[src/shared/rsb_pkg.sv]
`default_nettype none

package rsb_pkg;

	// opcodes
	localparam logic [7:0] OPC_LEFT_THRU_DIR = 8'h10;
	localparam logic [7:0] OPC_LEFT_THRU_IND = 8'h11;
	localparam logic [7:0] OPC_RIGHT_DIR = 8'he0;
	localparam logic [7:0] OPC_RIGHT_IND = 8'he1;
	localparam logic [7:0] OPC_RIGHT_THRU_DIR = 8'hc0;
	localparam logic [7:0] OPC_RIGHT_THRU_IND = 8'hc1;
	localparam logic [7:0] OPC_BANK_ZERO = 8'h4f;

	// instruction lengths in bytes and cycles
	localparam logic [1:0] LEN_ROTATE = 2'h2;
	localparam logic [1:0] LEN_BANK = 2'h1;
	localparam int unsigned INSTR_CYCLES = 4;

	// software register offsets
	localparam logic [3:0] REG_FLAGS = 4'h0;
	localparam logic [3:0] REG_STATUS = 4'h4;

	// status register bit positions
	localparam int unsigned ST_BUSY = 0;
	localparam int unsigned ST_INDIRECT = 1;
	localparam int unsigned ST_ILLEGAL = 2;

	// reset values
	localparam logic [7:0] FLAGS_RESET = 8'h00;

	typedef enum logic [2:0] {
		ROT_NONE = 3'b000,
		ROT_LEFT_THRU = 3'b001,
		ROT_RIGHT = 3'b010,
		ROT_RIGHT_THRU = 3'b011,
		ROT_BANK_ZERO = 3'b100
	} rsb_kind_t;

	// bit 7 down to bit 0 of the flags register
	typedef struct packed {
		logic c;
		logic z;
		logic s;
		logic v;
		logic d;
		logic h;
		logic fu;
		logic bank;
	} rsb_flags_t;

	typedef struct packed {
		logic [7:0] opcode;
		logic [7:0] operand;
	} rsb_instr_t;

	typedef struct packed {
		logic rd;
		logic wr;
		logic [7:0] addr;
		logic [7:0] wdata;
	} rsb_rf_req_t;

endpackage

`default_nettype wire

[src/core/rsb_rotate.sv]
`timescale 1ns/1ps
`default_nettype none

module rsb_rotate
	import rsb_pkg::*;
(
	input wire rsb_kind_t kind,
	input wire logic [7:0] operand,
	input wire rsb_flags_t flags_in,
	output logic [7:0] result,
	output var rsb_flags_t flags_out
);

	always_comb begin
		result = operand;
		flags_out = flags_in;
		unique case (kind)
			ROT_LEFT_THRU: begin
				result = {operand[6:0], flags_in.c};
				flags_out.c = operand[7];
			end
			ROT_RIGHT: begin
				result = {operand[0], operand[7:1]};
				flags_out.c = operand[0];
			end
			ROT_RIGHT_THRU: begin
				result = {flags_in.c, operand[7:1]};
				flags_out.c = operand[0];
			end
			ROT_BANK_ZERO: begin
				flags_out.bank = 1'b0;
			end
			default: begin
				result = operand;
			end
		endcase
		if (kind == ROT_LEFT_THRU || kind == ROT_RIGHT || kind == ROT_RIGHT_THRU) begin
			flags_out.z = (result == 8'h00);
			flags_out.s = result[7];
			flags_out.v = result[7] ^ operand[7];
		end
	end

endmodule

`default_nettype wire

[src/core/rsb_unit.sv]
// The address-and-strobe port and the placing of the registers were chosen for this implementation.
`timescale 1ns/1ps
`default_nettype none

// How it works
// - left through carry: carry in, bit7 out
// - opcodes 10/11, two bytes, four cycles
// - plain right: bit0 to bit7 and carry
// - opcodes E0/E1, two bytes, four cycles
// - right through carry: carry in, bit0 out
// - opcodes C0/C1, two bytes, four cycles
// - carry takes the bit shifted out
// - zero on zero result, sign is bit7
// - overflow on sign change; D, H kept
// - opcode 4F clears bank bit only
module rsb_unit
	import rsb_pkg::*;
(
	input wire logic clk_sys,
	input wire logic reset,
	input wire logic instr_valid,
	input wire rsb_instr_t instr,
	output logic instr_ready,
	output logic instr_done,
	output logic instr_illegal,
	output logic [1:0] instr_len,
	output var rsb_rf_req_t rf_req,
	input wire logic [7:0] rf_rdata,
	output var rsb_flags_t flags,
	input wire logic [3:0] reg_addr,
	input wire logic [7:0] reg_wdata,
	input wire logic reg_wr,
	input wire logic reg_rd,
	output logic [7:0] reg_rdata
);

	typedef enum logic [1:0] {
		ST_IDLE = 2'b00,
		ST_FETCH = 2'b01,
		ST_POINT = 2'b10,
		ST_EXEC = 2'b11
	} rsb_state_t;

	rsb_state_t state;
	rsb_kind_t kind_q;
	rsb_kind_t dec_kind;
	logic ind_q;
	logic dec_ind;
	logic [7:0] operand_q;
	logic [7:0] target_q;
	logic [7:0] data_q;
	logic wr_q;
	logic [7:0] waddr_q;
	logic [7:0] wdata_q;
	logic done_q;
	logic illegal_q;
	logic illegal_seen;
	rsb_flags_t flags_q;
	logic [7:0] opnd;
	logic [7:0] rot_result;
	rsb_flags_t rot_flags;
	logic rd_now;
	logic [7:0] rd_addr;
	logic accept;
	logic exec_end;
	logic [7:0] opnd_d;
	rsb_flags_t flags_d;

	always_comb begin
		dec_kind = ROT_NONE;
		dec_ind = 1'b0;
		unique case (instr.opcode)
			OPC_LEFT_THRU_DIR: dec_kind = ROT_LEFT_THRU;
			OPC_LEFT_THRU_IND: begin
				dec_kind = ROT_LEFT_THRU;
				dec_ind = 1'b1;
			end
			OPC_RIGHT_DIR: dec_kind = ROT_RIGHT;
			OPC_RIGHT_IND: begin
				dec_kind = ROT_RIGHT;
				dec_ind = 1'b1;
			end
			OPC_RIGHT_THRU_DIR: dec_kind = ROT_RIGHT_THRU;
			OPC_RIGHT_THRU_IND: begin
				dec_kind = ROT_RIGHT_THRU;
				dec_ind = 1'b1;
			end
			OPC_BANK_ZERO: dec_kind = ROT_BANK_ZERO;
			default: dec_kind = ROT_NONE;
		endcase
	end

	assign instr_ready = (state == ST_IDLE);
	assign accept = instr_valid && instr_ready && (dec_kind != ROT_NONE);
	assign exec_end = (state == ST_EXEC);

	// every instruction spends one cycle in each state
	always_ff @(posedge clk_sys or posedge reset) begin
		if (reset) begin
			state <= ST_IDLE;
		end else begin
			unique case (state)
				ST_IDLE: begin
					if (accept) begin
						state <= ST_FETCH;
					end
				end
				ST_FETCH: state <= ST_POINT;
				ST_POINT: state <= ST_EXEC;
				ST_EXEC: state <= ST_IDLE;
			endcase
		end
	end

	always_ff @(posedge clk_sys or posedge reset) begin
		if (reset) begin
			kind_q <= ROT_NONE;
			ind_q <= 1'b0;
			operand_q <= 8'h00;
			instr_len <= 2'h0;
		end else if (accept) begin
			kind_q <= dec_kind;
			ind_q <= dec_ind;
			operand_q <= instr.operand;
			instr_len <= (dec_kind == ROT_BANK_ZERO) ? LEN_BANK : LEN_ROTATE;
		end
	end

	// bank select reads nothing; it only waits out its cycles
	// indirect: pointer read then operand read; direct: operand read only
	always_comb begin
		rd_now = 1'b0;
		rd_addr = operand_q;
		if (state == ST_FETCH) begin
			rd_now = (kind_q != ROT_BANK_ZERO);
		end else if (state == ST_POINT && ind_q) begin
			rd_now = 1'b1;
			rd_addr = rf_rdata;
		end
	end

	// write address wins the shared address lines during the write pulse
	assign rf_req = '{rd: rd_now, wr: wr_q, addr: (wr_q ? waddr_q : rd_addr), wdata: wdata_q};

	always_ff @(posedge clk_sys or posedge reset) begin
		if (reset) begin
			target_q <= 8'h00;
			data_q <= 8'h00;
		end else if (state == ST_POINT) begin
			target_q <= ind_q ? rf_rdata : operand_q;
			data_q <= rf_rdata;
		end
	end

	assign opnd = ind_q ? rf_rdata : data_q;

	rsb_rotate u_rotate (
		.kind(kind_q),
		.operand(opnd),
		.flags_in(flags_q),
		.result(rot_result),
		.flags_out(rot_flags)
	);

	always_ff @(posedge clk_sys or posedge reset) begin
		if (reset) begin
			wr_q <= 1'b0;
			waddr_q <= 8'h00;
			wdata_q <= 8'h00;
		end else begin
			wr_q <= exec_end && (kind_q != ROT_BANK_ZERO);
			if (exec_end) begin
				waddr_q <= target_q;
				wdata_q <= rot_result;
			end
		end
	end

	always_ff @(posedge clk_sys or posedge reset) begin
		if (reset) begin
			done_q <= 1'b0;
			illegal_q <= 1'b0;
		end else begin
			done_q <= exec_end;
			illegal_q <= instr_valid && instr_ready && (dec_kind == ROT_NONE);
		end
	end

	assign instr_done = done_q;
	assign instr_illegal = illegal_q;

	// instruction update beats a software write in the same cycle
	// carry from shifted-out bit
	always_ff @(posedge clk_sys or posedge reset) begin
		if (reset) begin
			flags_q <= FLAGS_RESET;
		end else if (exec_end) begin
			flags_q <= rot_flags;
		end else if (reg_wr && reg_addr == REG_FLAGS) begin
			flags_q <= reg_wdata;
		end
	end

	assign flags = flags_q;

	// sticky illegal flag, set wins over a write-one clear
	always_ff @(posedge clk_sys or posedge reset) begin
		if (reset) begin
			illegal_seen <= 1'b0;
		end else if (instr_valid && instr_ready && dec_kind == ROT_NONE) begin
			illegal_seen <= 1'b1;
		end else if (reg_wr && reg_addr == REG_STATUS && reg_wdata[ST_ILLEGAL]) begin
			illegal_seen <= 1'b0;
		end
	end

	always_ff @(posedge clk_sys or posedge reset) begin
		if (reset) begin
			reg_rdata <= 8'h00;
		end else if (reg_rd) begin
			unique case (reg_addr)
				REG_FLAGS: reg_rdata <= flags_q;
				REG_STATUS: begin
					reg_rdata <= 8'h00;
					reg_rdata[ST_BUSY] <= (state != ST_IDLE);
					reg_rdata[ST_INDIRECT] <= ind_q;
					reg_rdata[ST_ILLEGAL] <= illegal_seen;
				end
				default: reg_rdata <= 8'h00;
			endcase
		end else begin
			reg_rdata <= 8'h00;
		end
	end

	// helper state for the checks below
	always_ff @(posedge clk_sys or posedge reset) begin
		if (reset) begin
			opnd_d <= 8'h00;
			flags_d <= FLAGS_RESET;
		end else if (exec_end) begin
			opnd_d <= opnd;
			flags_d <= flags_q;
		end
	end
endmodule

`default_nettype wire

[config.mk]
export PLATFORM = sky130hd
export DESIGN_NAME = rsb_unit
export DESIGN_NICKNAME = d
export VERILOG_FILES = /design/src/shared/rsb_pkg.sv /design/src/core/rsb_rotate.sv /design/src/core/rsb_unit.sv
export SDC_FILE = /design/constraint.sdc
export NUM_CORES = 1
export LEC_CHECK = 0
export ABC_CLOCK_PERIOD_IN_PS = 3900
export BUFFER_PORTS_ARGS = -buffer_cell sky130_fd_sc_hd__buf_2
export CAP_MARGIN = 20
export CORE_MARGIN = 2
export CORE_UTILIZATION = 58
export CTS_CLUSTER_SIZE = 20
export DETAILED_ROUTE_END_ITERATION = 8
export PLACE_DENSITY = 0.87
export SYNTH_ARGS = -nofsm -noshare
export SYNTH_HDL_FRONTEND = slang
export SYNTH_SLANG_ARGS = --single-unit
export TNS_END_PERCENT = 100
[constraint.sdc]
create_clock -name clk_sys -period 3.9 [get_ports clk_sys]
set_clock_uncertainty 0.2 [all_clocks]
set_input_delay 0.78 -clock clk_sys [delete_from_list [all_inputs] [get_ports clk_sys]]
set_output_delay 0.78 -clock clk_sys [all_outputs]
set_load 0.02 [all_outputs]
==> implementation parameters, run 1 <==
Parameter                              Value

Outcome
  Run status ... finished clean

Worst setup path
  R2r startpoint ... state[0]
  Type of element capturing the critical path ... output port
  Worst setup path category ... reg2out
  RR Endpoint ... kind_q[0]
  Type of element launching the critical path ... flop
  Critical path data arrival time ... 2210 ps
  Reg2reg setup slack ... 1730 ps
  Cell count of the worst reg-to-reg path ... 5
  Worst-path maximum fanout ... 9
  Critical path data required time ... 2920 ps

GRT
  Antenna violations before repair ... 0
  Total overflow reported by the global router ... 0
  Maximum number of pins on one net before global-route repair ... 40
  Via count of the first global-routing pass ... 2,580
  Overall global routing resource usage ... 24.9%
  Wire length of the first global-routing pass ... 12.2 mm

Timing
  Share of the clock period used by the worst path after layout ... 81.8%
  Total negative setup slack ... 0 ps
  Count of endpoints failing setup in the final report ... 0
  FMAX ... 313 MHz
  Setup repair after global routing missed its margin ... no
  Post-route minimum period ... 3190 ps
  Worst rel slew slack ... 55.3%
  Final Max Tran Viols ... 0
  Worst hold-check slack ... 307 ps
  Total count of hold-check failures in the final report ... 0
  Measured slew at the worst slew-check pin ... 668 ps

Synth
  Post-Synthesis Net Count ... 355
  Register area share after synthesis ... 49.7%
  Synthesized instance count ... 310
  Post-synthesis cell area ... 3420 sq um
  Number of warnings reported in the yosys synthesis log ... 0
  Count of distinct cell types in the synthesized netlist ... 43
  Flip-flop and latch count after synthesis ... 68
  Proportion of register bits with asynchronous set or reset after synthesis ... 100%
  Leading area contributor after synthesis ... sky130_fd_sc_hd__dfrtp_1
  Share of the synthesized area in the top cell type ... 49.7%
  Average size of a mapped cell ... 11.0 sq um
  Most used flip-flop cell after synthesis ... sky130_fd_sc_hd__dfrtp_1
  Synth top area cells ... sky130_fd_sc_hd__dfrtp_1 50%, sky130_fd_sc_hd__mux2_2 8.2%, sky130_fd_sc_hd__mux2i_1 7.6%
  Count of flip-flops with a built-in enable after synthesis ... 0

Clock network
  Hold_buf cts ... 0
  Insertion delay of the later-clocked pin in the worst-skew pair ... 340 ps
  Clock-pin slew of the registers on the worst-case setup and hold paths ... 70 ps
  Worst-case clock buffer depth ... 2
  Number of sinks on the clock net ... 68
  Cts bufs inserted ... 9
  Setup Buffers After CTS ... 0
  Number of levels in the clock H-tree ... 3
  Clock root cell ... sky130_fd_sc_hd__clkbuf_8
  CTS resizes ... 0
  TritonCTS clock tree ... yes

Detailed routing
  Count of TritonRoute iterations in the first routing pass ... 5
  Drt initial violations ... 236
  Wirelength, routed ... 7.48 mm
  Post-route antenna net violation count ... 0
  Ratio of routed vias to standard cells ... 5.78
  Total vias in the final route ... 2,657
  DRC ... 0
  Routed wire length per instance ... 16.3 um

Power
  Combinational fraction of design power ... 37.9%
  Proportion of power drawn by flip-flops and latches ... 39.1%
  Power Density ... 726 nW/um^2
  Switching part of the total ... 36.5%
  Internal Power ... 1.87 mW
  Sw power ... 1.07 mW
  Peak VDD IR ... 0.321 mV
  Clock power frac ... 23.0%
  Static power due to leakage ... 1.95 nW

Floorplan
  DIE HEIGHT ... 80.8 um
  Die area ... 6530 sq um
  Number of placement rows ... 27
  Num ports ... 80
  Starting utilization of the core area ... 61.0%
  Core area ... 5610 sq um
  Die Span X ... 80.8 um

Cells and area
  Post-route design area ... 4050 sq um
  # fillers ... 411
  Antenna fix cells ... 0
  Relative area change from synthesis to final layout ... 18.4%
  Layout cell share with drive strength beyond 1 ... 36.3%
  Nets ... 428

Placed design
  Placed Area ... 3820 sq um
  Routability-driven placement congestion ratio ... 0.858
  Port Buffer Count ... 79
  Hpwl dp ... 5.24 mm

Hold path
  HP Class ... in2async

Job
  Number of violations of the max-capacitance limit ... 0
==> metal layers <==
| metal | vias to the layer above | routed length [um] | part of all wire [%] | GRT usage [%] |
|---|---|---|---|---|
| met4 | 0 | 149 | 2.0 | 12.0 |
| li1 | 1234 | - | - | - |
| met1 | 1310 | 3210 | 43 | 31.6 |
| met2 | 98 | 3790 | 51 | 41.7 |
| met3 | 15 | 338 | 4.5 | 4.00 |
| met5 | - | 0 | 0 | 0 |
==> final cells by class <==
class / instances / area [sq um] / share of cell area, %
flip-flops and latches: 68 / 1700 / 42.0
multi-input cells: 209 / 1560 / 38.4
repair buffers: 83 / 425 / 10.5
clock buffers: 11 / 131 / 3.24
clock inverters: 5 / 100 / 2.47
well taps: 72 / 90.1 / 2.22
inverters: 12 / 45.0 / 1.11
==> layout by cell type, fill, tap and decap left out, types with 11 or more instances in the layout <==
cell                      Yosys  final
sky130_fd_sc_hd__buf_2        5     79
sky130_fd_sc_hd__nand2_1     25     25
sky130_fd_sc_hd__inv_1       12     11
sky130_fd_sc_hd__mux2_2      25     25
sky130_fd_sc_hd__a21oi_1     11     11
sky130_fd_sc_hd__dfrtp_1     68     68
sky130_fd_sc_hd__mux2i_1     26     26
sky130_fd_sc_hd__nor2_1      16     16
sky130_fd_sc_hd__o21ai_0     23     23
==> power by group through the flow <==
| stage | clock network (mW) | registers, mW | logic (mW) |
|---|---|---|---|
| floorplan | 0 | 1.20 | 0.757 |
| global placement | 0 | 1.14 | 1.06 |
| detailed placement | 0 | 1.15 | 1.11 |
| CTS | 0.681 | 1.14 | 1.12 |
| global route | 0.722 | 1.18 | 1.22 |
| finish | 0.676 | 1.15 | 1.12 |
==> worst max path at each step <==
stage                     depth (start not counted)      from  slack (ps)    endpoint
after CTS                                         6  state[1]         740  rf_req[15]
after global routing                              6  state[1]         560  rf_req[13]
after detailed placement                          6  state[1]        1120  rf_req[15]
after floorplan                                   7  state[0]        1160  rf_req[10]
final                                             6  state[1]         710  rf_req[15]
after global placement                            6  instr[9]        1230   kind_q[0]
==> critical path, stage by stage, from the launching register on <==
cell                       delay (ps)
sky130_fd_sc_hd__dfrtp_1          390
sky130_fd_sc_hd__inv_1             80
sky130_fd_sc_hd__ha_1             200
sky130_fd_sc_hd__nand3b_1         550
sky130_fd_sc_hd__mux2i_1          260
sky130_fd_sc_hd__o21ai_0          200
sky130_fd_sc_hd__buf_2            200
==> cells by family after synthesis <==
| family | after synthesis | share of synthesized area (%) |
|---|---|---|
| fa+ha+maj | 4 | 1.46 |
| compound gates | 65 | 12.4 |
| simple gates | 79 | 11.6 |
| buf+inv | 33 | 4.79 |
| flops | 68 | 49.7 |
| mux | 60 | 19.8 |
| xor+xnor | 1 | 0.256 |
==> stage by stage <==
stage	setup WS, ps	total power, mW	instances	util, %
final	710	2.94	460	72.2
after global routing	561	3.12	460	72.2
after CTS	740	2.95	460	72.2
after detailed placement	1120	2.26	444	68.1
after global placement	1230	2.20	444	68.1
after floorplan	1160	1.96	310	-
==> flip-flops by register name, summed over array words and instances, names as in the netlist, 3 cells and up <==
| signal | cells |
|---|---|
| wdata_q | 8 |
| operand_q | 8 |
| flags | 8 |
| reg_rdata | 8 |
| data_q | 8 |
| kind_q | 3 |
| target_q | 8 |
| waddr_q | 8 |
==> cells in the mapped netlist, types with 5 or more instances <==
library cell and instances:
sky130_fd_sc_hd__a21oi_1 11, sky130_fd_sc_hd__a22oi_1 9, sky130_fd_sc_hd__and2_1 6, sky130_fd_sc_hd__buf_2 5, sky130_fd_sc_hd__buf_4 6, sky130_fd_sc_hd__clkbuf_1 6
sky130_fd_sc_hd__dfrtp_1 68, sky130_fd_sc_hd__inv_1 12, sky130_fd_sc_hd__mux2_2 25, sky130_fd_sc_hd__mux2_4 9, sky130_fd_sc_hd__mux2i_1 26, sky130_fd_sc_hd__nand2_1 25
sky130_fd_sc_hd__nand2b_1 7, sky130_fd_sc_hd__nand3_1 6, sky130_fd_sc_hd__nor2_1 16, sky130_fd_sc_hd__o21ai_0 23
(Power assumes the default switching activity.)
==> run 2: changes to the inputs <==
Settings changed: ABC_CLOCK_PERIOD_IN_PS 3900 to 2900, CORE_UTILIZATION 58 to 49, PLACE_DENSITY 0.87 to 0.79.
Clock period 3.9 ns to 2.9 ns, I/O delays scaled along.
==> implementation parameters, run 2 (synthesis gave the netlist of run 1 again) <==
Parameter                              Value

Worst setup path
  Cell count of the worst reg-to-reg path ... 6 (+1)
  Critical path data arrival time ... 1900 ps (-310 ps)
  Type of element launching the critical path ... flop
  Critical path data required time ... 2120 ps (-800 ps)
  Endpoint of the most critical setup path ... rf_req[15]
  Reg2reg setup slack ... 760 ps (-970 ps)
  R2r startpoint ... ind_q
  Origin of the worst setup path ... state[1]
  Worst setup path category ... reg2out
  RR Endpoint ... wdata_q[7]
  Type of element capturing the critical path ... output port
  Worst-path maximum fanout ... 8 (-1)

Timing
  Setup repair after global routing missed its margin ... no
  Count of endpoints failing setup in the final report ... 0 (unchanged)
  Measured slew at the worst slew-check pin ... 505 ps (-163 ps)
  Post-route minimum period ... 2680 ps
  Worst rel slew slack ... 66.3% (+11 points)
  Total negative setup slack ... 0 ps (unchanged)
  Final Max Tran Viols ... 0 (unchanged)
  Share of the clock period used by the worst path after layout ... 92.3%
  FMAX ... 373 MHz
  Total count of hold-check failures in the final report ... 0 (unchanged)

Power
  Power Density ... 942 nW/um^2 (+30%)
  Static power due to leakage ... 1.96 nW (+0.46%)
  Clock power frac ... 22.1% (-0.9 points)
  Internal Power ... 2.42 mW (+30%)
  Combinational fraction of design power ... 38.1% (+0.2 points)
  Sw power ... 1.44 mW (+34%)
  Peak VDD IR ... 0.481 mV (+50%)
  Proportion of power drawn by flip-flops and latches ... 39.8% (+0.7 points)
  Switching part of the total ... 37.2% (+0.72 points)

Detailed routing
  DRC ... 0 (unchanged)
  Post-route antenna net violation count ... 0 (unchanged)
  Total vias in the final route ... 2,573 (-3.2%)
  Ratio of routed vias to standard cells ... 5.27 (-8.7%)
  Drt initial violations ... 148 (-37%)
  Wirelength, routed ... 7.28 mm (-2.7%)
  Routed wire length per instance ... 14.9 um (-8.3%)
  Count of TritonRoute iterations in the first routing pass ... 4 (-1)

Cells and area
  Commonest non-fill, non-tap cells in the layout ... 79 x sky130_fd_sc_hd__buf_2, 68 x sky130_fd_sc_hd__dfrtp_1, 26 x sky130_fd_sc_hd__mux2i_1
  Utilization of the core after routing ... 60.3% (-12 points)
  Antenna fix cells ... 0 (unchanged)
  Relative area change from synthesis to final layout ... 19.7%
  Nets ... 432 (+0.93%)
  Layout cell share with drive strength beyond 1 ... 37.2% (+0.90 points)
  Most common cell after layout, fill and taps aside ... sky130_fd_sc_hd__buf_2

Placed design
  Hpwl dp ... 5.23 mm (-0.18%)
  Port Buffer Count ... 79 (unchanged)
  Routability-driven placement congestion ratio ... 0.836 (-2.6%)

GRT
  GR Layer Usage met3 ... 5.28% (+1.3 points)
  Maximum number of pins on one net before global-route repair ... 29 (-28%)
  GR met2 Demand/Resource ... 33.3% (-8.3 points)
  Wire length of the first global-routing pass ... 12.0 mm (-1.6%)
  Overall global routing resource usage ... 20.6% (-4.3 points)
  Routing layer with the top usage in global route ... met2
  Via count of the first global-routing pass ... 2,558 (-0.85%)
  Met1 usage in global routing ... 25.9% (-5.7 points)
  Antenna violations before repair ... 0 (unchanged)
  Total overflow reported by the global router ... 0 (unchanged)

Floorplan
  Num ports ... 80 (unchanged)
  Starting utilization of the core area ... 50.4% (-11 points)
  Number of placement rows ... 30 (+11%)
  Core area ... 6790 sq um (+21%)
  Die Span X ... 87.6 um (+8.4%)
  Die area ... 7670 sq um (+17%)
  DIE HEIGHT ... 87.6 um (+8.4%)

Clock network
  Worst-case clock buffer depth ... 2 (unchanged)
  Clock root cell ... sky130_fd_sc_hd__clkbuf_8
  Number of levels in the clock H-tree ... 3 (unchanged)
  TritonCTS clock tree ... yes
  Clock-pin slew of the registers on the worst-case setup and hold paths ... 70 ps (about the same)
  Number of sinks on the clock net ... 68 (unchanged)
  CTS resizes ... 0 (unchanged)
  Insertion delay of the later-clocked pin in the worst-skew pair ... 350 ps (about the same)
  Cts bufs inserted ... 9 (unchanged)

Outcome
  Run status ... finished clean

Job
  Number of violations of the max-capacitance limit ... 0 (unchanged)

Hold path
  HP Class ... in2reg
  Hold path startpoint ... instr[4]
==> run 2: cell count changes in the layout (fill, tap and decap cells not counted) <==
cell                            change
sky130_fd_sc_hd__buf_4              +3
sky130_fd_sc_hd__clkbuf_1           -2
sky130_fd_sc_hd__bufinv_16          -1
sky130_fd_sc_hd__clkinv_2           +1
sky130_fd_sc_hd__clkinv_4           +1
sky130_fd_sc_hd__clkinvlp_4         +1
sky130_fd_sc_hd__dlygate4sd3_1      +1
==> run 2: critical path, stage by stage, from the launching register on <==
cell                       delay, ps
sky130_fd_sc_hd__dfrtp_1         400
sky130_fd_sc_hd__inv_1            80
sky130_fd_sc_hd__ha_1            180
sky130_fd_sc_hd__nand3b_1        180
sky130_fd_sc_hd__buf_4           210
sky130_fd_sc_hd__mux2i_1         120
sky130_fd_sc_hd__o21ai_0         170
sky130_fd_sc_hd__buf_2           200
==> run 2: layer usage <==
layer / wire length, um / up-vias
li1: - / 1248
met4: 164 / 0
met3: 255 / 17
met1: 3250 / 1254
met2: 3610 / 54
met5: 0 / -
==> run 2: metrics by stage <==
step | total power, mW | instances | instance area (sq um) | hold WS (ps) | worst slack (ps)
2_1_floorplan | 2.63 | 310 | 3420 | 249 | 364
6_report | 3.86 | 488 | 4100 | 254 | 222
3_5_place_dp | 3.04 | 469 | 3860 | 267 | 342
5_1_grt | 4.12 | 488 | 4100 | 250 | 77.0
3_3_place_gp | 2.97 | 469 | 3860 | 259 | 421
4_1_cts | 3.90 | 488 | 4100 | 244 | 244
==> run 2: power groups by stage <==
stage	registers, mW	logic (mW)	clock network [mW]
6_report	1.54	1.47	0.851
5_1_grt	1.59	1.63	0.902
4_1_cts	1.54	1.49	0.865
3_5_place_dp	1.55	1.49	0
3_3_place_gp	1.53	1.44	0
2_1_floorplan	1.61	1.02	0
==> run 2: timing repair <==
action | 4_1_cts | 5_1_grt
endpoints found under the setup margin | 7 | 0
endpoints found under the hold margin | 15 | 0
hold buffers | 1 | 0
setup buffers | 2 | 0
==> run 2: area by class of cell <==
| cell class | instances | area, sq um |
|---|---|---|
| fillers | 569 | 2700 |
| flip-flops and latches | 68 | 1700 |
| multi-input cells | 209 | 1560 |
| repair buffers | 87 | 458 |
| clock buffers | 9 | 124 |
| well taps | 96 | 120 |
| clock inverters | 7 | 91.3 |
| inverters | 12 | 45.0 |
==> run 2: worst min-delay path by stage <==
stage / end / slack, ps / cells past startpoint
floorplan: illegal_seen / 250 / 1
global placement: illegal_seen / 260 / 1
detailed placement: illegal_seen / 270 / 1
CTS: flags[0] / 240 / 3
global route: operand_q[7] / 250 / 2
finish: operand_q[4] / 250 / 2
==> run 3: changes to the inputs <==
--- a/config.mk
+++ b/config.mk
@@ -9,9 +9,10 @@
 export BUFFER_PORTS_ARGS = -buffer_cell sky130_fd_sc_hd__buf_2
 export CAP_MARGIN = 20
-export CORE_MARGIN = 2
+export CORE_MARGIN = 5
 export CORE_UTILIZATION = 49
 export CTS_CLUSTER_SIZE = 20
 export DETAILED_ROUTE_END_ITERATION = 8
 export PLACE_DENSITY = 0.79
+export SLEW_MARGIN = 10
 export SYNTH_ARGS = -nofsm -noshare
 export SYNTH_HDL_FRONTEND = slang
--- a/constraint.sdc
+++ b/constraint.sdc
@@ -3,3 +3,3 @@
 set_input_delay 0.58 -clock clk_sys [delete_from_list [all_inputs] [get_ports clk_sys]]
 set_output_delay 0.58 -clock clk_sys [all_outputs]
-set_load 0.02 [all_outputs]
+set_load 0.005 [all_outputs]
==> implementation parameters, run 3 (synthesis gave the netlist of run 1 again) <==
Parameter                              Value

Outcome
  Run status ... finished clean

Timing
  Total negative setup slack ... 0 ps (unchanged)
  FMAX ... 382 MHz (+2.2%)
  Count of endpoints failing setup in the final report ... 0 (unchanged)
  Post-route minimum period ... 2620 ps (-58.6 ps)
  Share of the clock period used by the worst path after layout ... 90.3% (-2.0 points)
  Worst hold-check slack ... 96.5 ps (-157 ps)
  Final Max Tran Viols ... 0 (unchanged)
  Setup repair after global routing missed its margin ... no
  Measured slew at the worst slew-check pin ... 604 ps (+99.0 ps)
  Total count of hold-check failures in the final report ... 0 (unchanged)
  Worst rel slew slack ... 59.7% (-6.6 points)

Floorplan
  Num ports ... 80 (unchanged)
  DIE HEIGHT ... 93.6 um (+6.9%)
  Starting utilization of the core area ... 50.4% (unchanged)
  Die Span X ... 93.6 um (+6.9%)
  Core area ... 6790 sq um (unchanged)
  Number of placement rows ... 30 (unchanged)
  Die area ... 8760 sq um (+14%)

Hold path
  HP Class ... in2async

Placed design
  Number of cells after detailed placement ... 468 (-0.21%)
  Routability-driven placement congestion ratio ... 0.828 (-0.90%)
  Port Buffer Count ... 79 (unchanged)
  Hpwl dp ... 5.58 mm (+6.7%)

Detailed routing
  Drt initial violations ... 243 (+64%)
  Post-route antenna net violation count ... 0 (unchanged)
  Total vias in the final route ... 2,585 (+0.47%)
  Wirelength, routed ... 7.81 mm (+7.2%)
  Ratio of routed vias to standard cells ... 5.32 (+0.88%)
  Count of TritonRoute iterations in the first routing pass ... 4 (unchanged)
  DRC ... 0 (unchanged)
  Routed wire length per instance ... 16.1 um (+7.7%)

Cells and area
  Most common cell after layout, fill and taps aside ... sky130_fd_sc_hd__buf_2
  Layout cell share with drive strength beyond 1 ... 36.9% (-0.32 points)
  Antenna fix cells ... 0 (unchanged)
  Register Area ... 1700 sq um (unchanged)
  # fillers ... 565 (-0.70%)
  Nets ... 430 (-0.46%)
  Relative area change from synthesis to final layout ... 19.2%
  Commonest non-fill, non-tap cells in the layout ... 79 x sky130_fd_sc_hd__buf_2, 68 x sky130_fd_sc_hd__dfrtp_1, 26 x sky130_fd_sc_hd__mux2i_1
  Number of standard cells in the layout, taps in and fillers out ... 486 (-0.41%)
  Multi-input gate area in the final layout ... 1560 sq um (unchanged)

Clock network
  Number of sinks on the clock net ... 68 (unchanged)
  Worst-case clock buffer depth ... 2 (unchanged)
  Clock-pin slew of the registers on the worst-case setup and hold paths ... 70 ps (about the same)
  Cts bufs inserted ... 9 (unchanged)
  Number of levels in the clock H-tree ... 3 (unchanged)
  Hold_buf cts ... 0 (-1)
  CTS resizes ... 0 (unchanged)
  Clock root cell ... sky130_fd_sc_hd__clkbuf_8
  TritonCTS clock tree ... yes
  Setup Buffers After CTS ... 2 (unchanged)
  Insertion delay of the later-clocked pin in the worst-skew pair ... 340 ps (about the same)

GRT
  Total overflow reported by the global router ... 0 (unchanged)
  Antenna violations before repair ... 0 (unchanged)
  Via count of the first global-routing pass ... 2,670 (+4.4%)
  Maximum number of pins on one net before global-route repair ... 43 (+48%)
  Wire length of the first global-routing pass ... 13.0 mm (+9.0%)
  Overall global routing resource usage ... 19.0% (-1.6 points)

Power
  Power Density ... 883 nW/um^2 (-6.3%)
  Static power due to leakage ... 1.95 nW (-0.56%)
  Peak VDD IR ... 0.336 mV (-30%)
  Total Power Consumption ... 3.60 mW (-6.7%)

Worst setup path
  Type of element capturing the critical path ... output port
  Buf+Inv Stages, Crit Path ... 3 (unchanged)
  Origin of the worst setup path ... state[1]
  Largest stage delay on the critical path ... 400 ps (about the same)
  Reg2reg setup slack ... 700 ps (-60 ps)
  Max stage delay cell, worst path ... sky130_fd_sc_hd__dfrtp_1
  Critical path data required time ... 2120 ps (about the same)
  Worst-path maximum fanout ... 7 (-1)
  Type of element launching the critical path ... flop
  Cell family with the largest share of critical-path delay ... buffers and inverters
  R2r startpoint ... ind_q
  Critical path data arrival time ... 1840 ps (-60 ps)
  Crit-path cells ... inv_1 -> ha_1 -> nand3b_1 -> buf_4 -> mux2i_1 -> o21ai_0 -> buf_2
  Worst setup path category ... reg2out

Job
  Number of violations of the max-capacitance limit ... 0 (unchanged)
[run 3: cell types whose count changed in the layout (fill, tap and decap cells not counted), sizes merged]
cell         before  now
buf              86   85
clkbuf            9   12
dlygate4sd3       1    0
bufinv            2    1
clkinv            4    2
[run 3: power by group]
part / internal (mW) / switching [mW] / total, mW
Clock: 0.441 / 0.354 / 0.795
Sequential: 1.30 / 0.230 / 1.54
Combinational: 0.636 / 0.634 / 1.27
Total: 2.38 / 1.22 / 3.60
[run 3: worst paths after layout]
| kind | endpoint | cells past startpoint |
|---|---|---|
| max | rf_req[11] | 7 |
| min | operand_q[3] | 2 |
| max reg2reg | wdata_q[7] | 6 |
| min reg2reg | illegal_seen | 1 |
| max in group asynchronous | instr_illegal | 3 |
| min in group clk_sys | flags[0] | 3 |
[run 3: final cells by class]
type	count	area share, %
Sequential cell	68	41.7
Multi-Input combinational cell	209	38.2
Timing Repair Buffer	85	11.1
Clock buffer	12	3.80
Tap cell	96	2.94
Clock inverter	4	1.17
Inverter	12	1.10
[run 3: stage by stage]
stage	utilization (%)	area [sq um]	setup WS, ps
2_1_floorplan	-	3420	408
4_1_cts	60.0	4080	309
5_1_grt	60.0	4080	123
3_5_place_dp	56.8	3860	330
6_report	60.0	4080	281
3_3_place_gp	56.8	3860	416
[run 3: worst reg2reg max path, delay by kind of cell (launching register included)]
| kind | cells | cell delay, ps |
|---|---|---|
| multiplexers | 2 | 760 |
| AND/OR/NAND/NOR | 1 | 100 |
| buffers and inverters | 1 | 330 |
| AO/OA/AOI/OAI | 2 | 340 |
| flip-flops | 1 | 370 |
[run 3: layer usage]
metal  up-vias  routed length [um]  GRT usage, %  part of all wire, %
li1       1242                   -             -                    -
met1      1265                3240          23.9                   42
met2        67                4090          32.1                   52
met3        11                 345          4.18                  4.4
met4         0                 125          7.10                  1.6
met5         -                   0             0                    0
